File: config.mk
export PLATFORM = sky130hd
export DESIGN_NAME = ldp_protect
export DESIGN_NICKNAME = d
export VERILOG_FILES = /design/src/core/ldp_pkg.sv /design/src/core/ldp_sink_if.sv /design/src/core/ldp_protect.sv /design/src/core/ldp_stagger.sv
export SDC_FILE = /design/constraint.sdc
export NUM_CORES = 1
export LEC_CHECK = 0
export BUFFER_PORTS_ARGS = -buffer_cell sky130_fd_sc_hd__buf_4
export CAP_MARGIN = 20
export CORE_UTILIZATION = 53
export DETAILED_ROUTE_END_ITERATION = 7
export PLACE_DENSITY = 0.8
export SLEW_MARGIN = 20
export SYNTH_ARGS = -nofsm -noshare
export SYNTH_HDL_FRONTEND = slang
export SYNTH_HIERARCHICAL = 1
export SYNTH_SLANG_ARGS = --single-unit
File: constraint.sdc
create_clock -name clk_i -period 4.15 [get_ports clk_i]
set_input_delay 0.415 -clock clk_i [delete_from_list [all_inputs] [get_ports clk_i]]
set_output_delay 0.415 -clock clk_i [all_outputs]
set_load 0.03 [all_outputs]
File: src/core/ldp_pkg.sv
// shared constants of the led driver protection and supervision block
package ldp_pkg;
  // serial interface
  localparam int SHIFT_WIDTH = 40;
  localparam int ADDR_WIDTH = 4;
  localparam logic [3:0] ADDR_RESTART = 4'h9;
  localparam logic [3:0] ADDR_STATUS = 4'ha;
  // status snapshot word layout
  localparam int SNAP_WIDTH = 36;
  localparam int SNAP_OPEN_BIT = 0;
  localparam int SNAP_SHORT_BIT = 1;
  localparam int SNAP_OVER_BIT = 2;
  localparam int SNAP_PRETHERM_BIT = 3;
  localparam int SNAP_THERM_BIT = 4;
  localparam int SNAP_FLAG_COUNT = 5;
  // grayscale timing, counted in grayscale clocks
  localparam int GS_WIDTH = 12;
  localparam int GS_COUNT_WIDTH = 13;
  localparam logic [12:0] GS_BOOST_FIRST = 13'h0010;
  localparam logic [12:0] GS_LED_FIRST = 13'h0011;
  localparam logic [12:0] GS_SAMPLE = 13'h0021;
  localparam logic [12:0] GS_PERIOD = 13'h1010;
  // protection counters
  localparam int GUARD_COUNT_WIDTH = 3;
  localparam logic [2:0] SHORT_TRIP_COUNT = 3'h4;
  localparam logic [2:0] OVER_TRIP_COUNT = 3'h4;
  localparam int DAC_WIDTH = 8;
  localparam logic [7:0] DAC_MAX = 8'hff;
  localparam int DOT_WIDTH = 21;
  // output stagger
  localparam int CLK_PERIOD_NS = 5;
  localparam int STAGGER_NS = 40;
  localparam int STAGGER_CYC =
    (STAGGER_NS + CLK_PERIOD_NS - 1) / CLK_PERIOD_NS;
  localparam int SINK_COUNT = 3;
  // supervisor states
  typedef enum logic [3:0] {
    ST_RUN = 4'h1,
    ST_SHORT = 4'h2,
    ST_THERM = 4'h4,
    ST_WAKE = 4'h8
  } ldp_state_type;
endpackage : ldp_pkg

File: src/core/ldp_sink_if.sv
// sink output request and staggered drive between controller and stagger
interface ldp_sink_if;
  logic [2:0] request;
  logic [2:0] drive;
  modport ctrl (output request, input drive);
  modport stag (input request, output drive);
endinterface : ldp_sink_if

File: src/core/ldp_protect.sv
// protection, status snapshot and grayscale timing of the led sink driver
// How it works
// - snapshot bits 0-4 open, short, over, pretherm, therm; 35-5 reserved
// - short trip stops converter, over trip only the leds; restart write after a short trip brings soft start
// - converter on: one or two open leds or grounded sink set open flag
// - all three leds open raise the overvoltage flag instead of open flag
// - converter off: sample low comparators at 33rd clock, hold result
// - short counter counts switch node events while feedback is low
// - count of four with feedback low stops converter and leds, loads dac
// - serial interface keeps working while converter is stopped by a guard
// - converter disabled: overvoltage guard off and its flag reads zero
// - at 33rd clock reset overvoltage counter below max code, count at max
// - over count of four stops leds, loads dac, converter keeps running
// - leds stay off after over trip until restart write, which clears flag
// - pre-thermal forces sinks off and sets log; resumes when it clears
// - thermal stop kills converter, sinks, interface; sets log, loads dac
// - thermal clear restarts interface first and converter afterwards, unless the short flag is still set
// - dac pre-boost runs from the 16th clock and ends at the 33rd
// - outputs turn on from the 17th clock; a period is 4112 clocks
// - lockout initialises control and timing and clears the shift register
// - lockout copies stored dot correction values into the dot latch
// - the three sink outputs switch about 40 ns apart
// - status write loads snapshot into low 36 bits, address stays on top
// - thermal logs stay set until a status write loads the snapshot
module ldp_protect
  import ldp_pkg::*;
(
  input wire logic clk_i,
  input wire logic reset_i,
  input wire logic converter_disable_input_i,
  input wire logic shift_tick_i,
  input wire logic shift_data_i,
  input wire logic write_strobe_i,
  input wire logic grayscale_tick_i,
  input wire logic grayscale_restart_i,
  input wire logic [35:0] grayscale_value_i,
  input wire logic [2:0] led_open_i,
  input wire logic [2:0] sink_grounded_i,
  input wire logic [2:0] sink_low_i,
  input wire logic anode_feedback_low_i,
  input wire logic switch_node_event_i,
  input wire logic [7:0] dac_code_i,
  input wire logic [7:0] stored_feedback_i,
  input wire logic [20:0] stored_dot_correction_i,
  input wire logic pre_thermal_stop_i,
  input wire logic thermal_stop_i,
  output logic shift_data_o,
  output logic converter_run_o,
  output logic soft_start_o,
  output logic dac_load_o,
  output logic [7:0] dac_target_o,
  output logic dac_boost_o,
  output logic led_enable_o,
  output logic interface_enable_o,
  output logic [20:0] dot_correction_o,
  output logic [2:0] sink_output_o,
  output logic [35:0] status_snapshot_o
);
  // sink window: on from the first led clock for value clocks
  function automatic logic sink_window(input logic [12:0] count,
                                       input logic [11:0] value);
    logic [12:0] lit;
    lit = count - GS_LED_FIRST;
    sink_window = (count >= GS_LED_FIRST) && (lit < {1'b0, value});
  endfunction : sink_window

  // number of open leds
  function automatic logic [1:0] open_count(input logic [2:0] open);
    open_count = {1'b0, open[0]} + {1'b0, open[1]} + {1'b0, open[2]};
  endfunction : open_count

  ldp_state_type state;
  ldp_state_type next_state;
  logic [39:0] shift_reg;
  logic [12:0] grayscale_count;
  logic [2:0] short_count;
  logic [2:0] over_count;
  logic open_flag;
  logic short_flag;
  logic over_flag;
  logic pre_thermal_log;
  logic thermal_log;
  logic dot_loaded;
  logic [2:0] sink_request;

  ldp_sink_if sink ();

  ldp_stagger u_stagger (
    .clk_i(clk_i),
    .reset_i(reset_i),
    .sink(sink)
  );

  // command decode; the interface is dead only in thermal stop
  wire interface_live = (state != ST_THERM);
  wire write_cmd = write_strobe_i && interface_live;
  wire [3:0] write_addr = shift_reg[39:36];
  wire restart_cmd = write_cmd && (write_addr == ADDR_RESTART);
  wire status_cmd = write_cmd && (write_addr == ADDR_STATUS);
  wire converter_on = !converter_disable_input_i;

  // grayscale events
  wire sample_now = grayscale_tick_i && (grayscale_count == GS_SAMPLE - 13'h1);
  wire boost_window = (grayscale_count >= GS_BOOST_FIRST)
                      && (grayscale_count < GS_SAMPLE);

  // short circuit guard trips only while the converter is enabled
  wire short_trip = (state == ST_RUN) && converter_on && anode_feedback_low_i
                    && (short_count == SHORT_TRIP_COUNT);

  // overvoltage guard
  wire over_trip = converter_on && !over_flag
                   && (over_count == OVER_TRIP_COUNT);
  wire [1:0] opens = open_count(led_open_i);
  // with every led open no sink pin rises, so only the over flag can tell
  wire all_open = converter_on && led_enable_o && (opens == 2'h3);
  wire some_open = ((opens == 2'h1) || (opens == 2'h2))
                   || (|sink_grounded_i);

  // flag and log next values: a new event wins over a clear
  wire next_short_flag = short_trip || (short_flag && !restart_cmd);
  wire next_over_flag = over_trip || all_open
                        || (over_flag && !restart_cmd);
  wire next_pre_thermal = pre_thermal_stop_i
                          || (pre_thermal_log && !status_cmd);
  wire next_thermal = thermal_stop_i || (thermal_log && !status_cmd);
  wire next_led_enable = (next_state == ST_RUN) && !next_over_flag
                         && !pre_thermal_stop_i;

  // snapshot as the host would read it now; reserved bits read zero
  wire [35:0] snapshot = {31'h0, thermal_log, pre_thermal_log,
                          over_flag && converter_on,
                          short_flag, open_flag};

  // supervisor transitions; thermal stop overrides everything
  always_comb begin
    next_state = state;
    case (state)
      ST_RUN: begin
        if (short_trip) begin
          next_state = ST_SHORT;
        end
      end
      ST_SHORT: begin
        if (restart_cmd) begin
          next_state = ST_RUN;
        end
      end
      ST_THERM: begin
        if (!thermal_stop_i) begin
          next_state = ST_WAKE;
        end
      end
      ST_WAKE: begin
        next_state = short_flag ? ST_SHORT : ST_RUN;
      end
      default: begin
        next_state = ST_RUN;
      end
    endcase
    if (thermal_stop_i) begin
      next_state = ST_THERM;
    end
  end

  // per channel lit window, gated by the led enable
  assign sink_request[0] = led_enable_o
                           && sink_window(grayscale_count,
                                          grayscale_value_i[11:0]);
  assign sink_request[1] = led_enable_o
                           && sink_window(grayscale_count,
                                          grayscale_value_i[23:12]);
  assign sink_request[2] = led_enable_o
                           && sink_window(grayscale_count,
                                          grayscale_value_i[35:24]);
  assign sink.request = sink_request;
  assign sink_output_o = sink.drive;

  // supervisor state, lockout returns it to normal running
  always_ff @(posedge clk_i or posedge reset_i) begin
    if (reset_i) begin
      state <= ST_RUN;
    end else begin
      state <= next_state;
    end
  end

  // grayscale counter holds at the period end until the next restart
  always_ff @(posedge clk_i or posedge reset_i) begin
    if (reset_i) begin
      grayscale_count <= 13'h0;
    end else if (grayscale_restart_i) begin
      grayscale_count <= 13'h0;
    end else if (grayscale_tick_i && (grayscale_count != GS_PERIOD)) begin
      grayscale_count <= grayscale_count + 13'h1;
    end
  end

  // short counter counts switch node events while feedback stays low
  always_ff @(posedge clk_i or posedge reset_i) begin
    if (reset_i) begin
      short_count <= 3'h0;
    end else if (restart_cmd || !anode_feedback_low_i) begin
      short_count <= 3'h0;
    end else if (switch_node_event_i
                 && (short_count != SHORT_TRIP_COUNT)) begin
      short_count <= short_count + 3'h1;
    end
  end

  // overvoltage period counter, checked once per period at the sample clock
  always_ff @(posedge clk_i or posedge reset_i) begin
    if (reset_i) begin
      over_count <= 3'h0;
    end else if (restart_cmd || !converter_on) begin
      over_count <= 3'h0;
    end else if (sample_now && !over_flag) begin
      if (dac_code_i != DAC_MAX) begin
        over_count <= 3'h0;
      end else if (over_count != OVER_TRIP_COUNT) begin
        over_count <= over_count + 3'h1;
      end
    end
  end

  // open detection: live with the converter, sampled and held without it
  always_ff @(posedge clk_i or posedge reset_i) begin
    if (reset_i) begin
      open_flag <= 1'b0;
    end else if (converter_on) begin
      open_flag <= some_open;
    end else if (sample_now) begin
      open_flag <= |(sink_low_i & sink_request);
    end
  end

  // fault flags and logs
  always_ff @(posedge clk_i or posedge reset_i) begin
    if (reset_i) begin
      short_flag <= 1'b0;
      over_flag <= 1'b0;
      pre_thermal_log <= 1'b0;
      thermal_log <= 1'b0;
    end else begin
      short_flag <= next_short_flag;
      over_flag <= next_over_flag;
      pre_thermal_log <= next_pre_thermal;
      thermal_log <= next_thermal;
    end
  end

  // 40-bit shift register; a status write keeps the address nibble on top
  always_ff @(posedge clk_i or posedge reset_i) begin
    if (reset_i) begin
      shift_reg <= 40'h0;
    end else if (status_cmd) begin
      shift_reg <= {ADDR_STATUS, snapshot};
    end else if (shift_tick_i && interface_live) begin
      shift_reg <= {shift_reg[38:0], shift_data_i};
    end
  end

  // dot correction copied once, on the first edge after lockout ends
  always_ff @(posedge clk_i or posedge reset_i) begin
    if (reset_i) begin
      dot_loaded <= 1'b0;
      dot_correction_o <= 21'h0;
    end else if (!dot_loaded) begin
      dot_loaded <= 1'b1;
      dot_correction_o <= stored_dot_correction_i;
    end
  end

  // converter and driver controls, all registered
  always_ff @(posedge clk_i or posedge reset_i) begin
    if (reset_i) begin
      converter_run_o <= 1'b0;
      soft_start_o <= 1'b0;
      dac_load_o <= 1'b0;
      dac_target_o <= 8'h0;
      dac_boost_o <= 1'b0;
      led_enable_o <= 1'b0;
      interface_enable_o <= 1'b0;
      shift_data_o <= 1'b0;
      status_snapshot_o <= 36'h0;
    end else begin
      converter_run_o <= converter_on && (next_state == ST_RUN);
      soft_start_o <= converter_on && (next_state == ST_RUN)
                      && (state != ST_RUN);
      dac_load_o <= short_trip || over_trip
                    || (thermal_stop_i && (state != ST_THERM));
      dac_target_o <= stored_feedback_i;
      dac_boost_o <= boost_window && (state == ST_RUN);
      led_enable_o <= next_led_enable;
      interface_enable_o <= (next_state != ST_THERM);
      shift_data_o <= shift_reg[39];
      status_snapshot_o <= snapshot;
    end
  end
endmodule : ldp_protect

File: src/core/ldp_stagger.sv
// delay line that spreads sink output switching over time
module ldp_stagger
  import ldp_pkg::*;
(
  input wire logic clk_i,
  input wire logic reset_i,
  ldp_sink_if.stag sink
);
  localparam int DEPTH = 2 * STAGGER_CYC + 1;

  logic [2:0] line [DEPTH];

  // one shared line; channel n taps n stagger steps deep, so both edges
  // of every channel are spread alike at the cost of a few flops
  always_ff @(posedge clk_i or posedge reset_i) begin
    if (reset_i) begin
      for (int i = 0; i < DEPTH; i++) begin
        line[i] <= 3'h0;
      end
    end else begin
      line[0] <= sink.request;
      for (int i = 1; i < DEPTH; i++) begin
        line[i] <= line[i-1];
      end
    end
  end

  // taps come straight from flops
  assign sink.drive[0] = line[0][0];
  assign sink.drive[1] = line[STAGGER_CYC][1];
  assign sink.drive[2] = line[2*STAGGER_CYC][2];
endmodule : ldp_stagger

==> impl_metrics.tcl <==
set metrics [dict create \
    status "finished clean" \
    rsz0062_at_grt "false" \
    antenna_found_initial 0 \
    power.leakage_nw 4.09 \
    finClkSkew_ns 0.0182 \
    crit_family "compound AO/OA/AOI/OAI gates" \
    die_w_um 114 \
    synth_top_cell_area_share_pct 51.3 \
    clock_sinks 137 \
    synth_edf_count 0 \
    final_max_slew_viol_count 0 \
    drive_above_1_share_pct 26.3 \
    min_from "stored_feedback_i[0]" \
    ant_nets 0 \
    worstHoldPathCells 1 \
    hold-path-endpoint "dac_target_o[0]" \
    drcViolationCount 0 \
    cts_tree "done" \
    seq_area_frac_synth_pct 51.7 \
    slew_headroom_pct 33.9 \
    ys_ff_latch 137 \
    grt_max_degree 81 \
    routed_wirelength_mm 13.8 \
    ioPinCount 169 \
    powerDensity_mw_per_mm2 437 \
    r2r-end "open_flag" \
    die_y_um 114 \
    largest_reg_flops 40 \
    required_ns 4.48 \
    hold_viol_final 0 \
    htreeDepth 4 \
    dr.pass1.iters 4 \
    startpoint "grayscale_count[0]" \
    crit_chain "inv_1 -> ha_1 -> a21boi_1 -> nor2b_1 -> xor2_1 -> ha_1 -> a211oi_1 -> o21ai_0 -> o21ai_0 -> a41oi_1 -> a31oi_1" \
    max_clock_freq_ghz 0.345 \
    grt_pass1_vias 4828 \
    post_drt_wl_per_cell_um 14.4 \
    ff2ff_setup_slack_ns 1.25 \
    fin_crit_sh_pct 69.8 \
    crit_buf_inv 1 \
    end_kind "flop" \
    start_util_pct 54.7 \
    num-fill-cells 923 \
    netlist_area_mm2 0.00663 \
    syn2layout_area_growth_pct 25.1 \
    ys_top_cells_by_area "dfrtp_1 51%, ha_1 7.9%, nand2_1 5.6%, a21oi_1 4.2%, buf_4 3.9%" \
    synth_flop_cell "dfrtp_1" \
    synthArstFlopShare_pct 100 \
    hp-class "input port to flop" \
    port_buffers 137 \
    synth_top_area_cell "dfrtp_1" \
    core-area_mm2 0.0121 \
    dp_hpwl_mm 10.3 \
    vias 4859 \
    fin_nets 916 \
    clk_pin_slew_worst_paths_ns 0.06 \
    synth_cell_types 62 \
    slowest_stage "dfrtp_1" \
    die-area_mm2 0.0130 \
    timing.hold.ws_ns 0.103 \
    clk_latency_ns 0.42 \
    critical_path.max_stage_delay_ns 0.54 \
    ir_drop_mv 0.365 \
    gr-total-overflow 0 \
    rows 40 \
    grt_usage_pct 22.7 \
    yosysWarningCount 6 \
    num_antenna_cells 0 \
    path_class "flop to flop" \
    place.gp.congestion 0.889 \
    fin_crit_ns 2.90 \
    ff2ff_path_depth 11 \
    drv_cap 0 \
    cts_buffers 17 \
    setup_viol 0 \
    synth_cells 646 \
    avgSynthCellArea_um2 10.3 \
    tightest_slew_ns 0.978 \
    cts_resized 0 \
    startpoint_type "flop" \
    cts.path.max_buffers 2 \
    grt_pass1_wl_mm 22.8 \
    finalSetupTns_ns 0 \
    drtIter0Drc 317 \
    reg2reg_from "grayscale_count[0]" \
    cp_max_fo 11 \
    arrival_ns 3.23 \
    cts_root_buffer "clkbuf_16" \
    vias_per_cell 5.06 \
]
## logic make-up (layout without fill, tap and decap cells)
| logic type | count (synthesis) | in the layout | synth area share (%) |
|---|---|---|---|
| other | 2 | 32 | 0.113 |
| XOR/XNOR | 23 | 23 | 3.04 |
| buffers and inverters | 110 | 226 | 8.80 |
| multiplexers | 27 | 27 | 4.47 |
| AO/OA/AOI/OAI | 99 | 99 | 8.87 |
| flip-flops | 137 | 137 | 51.7 |
| adder cells (fa/ha/maj) | 43 | 43 | 8.23 |
| AND/OR/NAND/NOR | 205 | 205 | 14.7 |
## layer usage
metal  track usage (%)  routed length [um]  vias up
met3              6.43                 612       20
met4              8.83                 268        0
li1                  -                   -     2366
met5                 0                   0        -
met1              27.0                5860     2333
met2              39.1                7100      140
## cells in the mapped netlist, types with 3 or more instances
| master | count |
|---|---|
| dfrtp_1 | 136 |
| nand2_1 | 99 |
| a21oi_1 | 55 |
| inv_1 | 51 |
| ha_1 | 42 |
| buf_4 | 34 |
| nor2_1 | 33 |
| mux2_2 | 21 |
| o21ai_0 | 16 |
| nand3_1 | 15 |
| clkbuf_1 | 12 |
| nor3_1 | 12 |
| xor2_1 | 12 |
| xnor2_1 | 11 |
| buf_2 | 8 |
| nand4_1 | 8 |
| a21o_1 | 6 |
| mux2i_1 | 6 |
| nor2b_1 | 6 |
| a211oi_1 | 3 |
| and3_2 | 3 |
| buf_6 | 3 |
| nand3b_1 | 3 |
## cells in the final DEF (no fill, tap or decap), drive strengths merged, types with 2 or more instances in the layout
| cell | netlist | routed |
|---|---|---|
| xnor2 | 11 | 11 |
| nand3 | 15 | 15 |
| nand2b | 2 | 2 |
| a41oi | 2 | 2 |
| inv | 51 | 52 |
| nor3b | 2 | 2 |
| o211ai | 2 | 2 |
| nand4 | 8 | 8 |
| nand2 | 99 | 99 |
| dfrtp | 136 | 136 |
| a21o | 6 | 6 |
| a21oi | 55 | 55 |
| nor4 | 3 | 3 |
| nor3 | 12 | 12 |
| or4 | 3 | 3 |
| ha | 42 | 42 |
| nor2 | 33 | 33 |
| bufinv | 0 | 4 |
| and3 | 5 | 5 |
| buf | 46 | 142 |
| clkbuf | 13 | 18 |
| nor2b | 6 | 6 |
| a211oi | 4 | 4 |
| or2 | 2 | 2 |
| or3 | 2 | 2 |
| mux2i | 6 | 6 |
| xor2 | 12 | 12 |
| a21boi | 3 | 3 |
| mux2 | 21 | 21 |
| clkinvlp | 0 | 4 |
| nor4b | 3 | 3 |
| clkinv | 0 | 5 |
| o21ai | 16 | 16 |
| conb | 2 | 32 |
| nand3b | 3 | 3 |
| and2 | 3 | 3 |
## worst max path at each step
stage,cells after the start,slack (ns),end
finish,11,1.25,open_flag
global route,11,0.96,open_flag
CTS,11,1.26,open_flag
detailed placement,11,1.27,open_flag
global placement,11,1.33,open_flag
floorplan,1,0.83,converter_run_o
## layout make-up
cell class | instances | area [um^2] | share of cell area [%]
Sequential cell | 137 | 3430 | 41.3
Multi-Input combinational cell | 429 | 2730 | 32.9
Timing Repair Buffer | 143 | 1100 | 13.2
Clock buffer | 18 | 439 | 5.29
Tap cell | 168 | 210 | 2.53
Clock inverter | 14 | 195 | 2.35
Inverter | 51 | 194 | 2.34
## power breakdown
group          total (mW)  switching [mW]  internal [mW]  leakage [nW]
combinational       0.515           0.298          0.218          2.02
sequential           1.52          0.0719           1.45          1.77
clock                1.59           0.569           1.02         0.299
## through the flow
step | setup slack [ns] | total power, mW | cells | instance area [um^2] | utilization, %
floorplan | 0.834 | 1.88 | 676 | 6740 | -
global placement | 1.33 | 2.03 | 926 | 7620 | 62.9
detailed placement | 1.27 | 2.06 | 926 | 7620 | 62.9
CTS | 1.26 | 3.66 | 958 | 8260 | 68.2
global route | 0.963 | 3.80 | 960 | 8300 | 68.5
finish | 1.25 | 3.63 | 960 | 8300 | 68.5
## repair_timing
item / in CTS / in global routing
endpoints found under the setup margin: 0 / 0
setup buffers: 0 / 0
hold buffers: 0 / 1
hold endpoints to repair: 0 / 19
No activity file was read; power rests on OpenSTA's default activity.
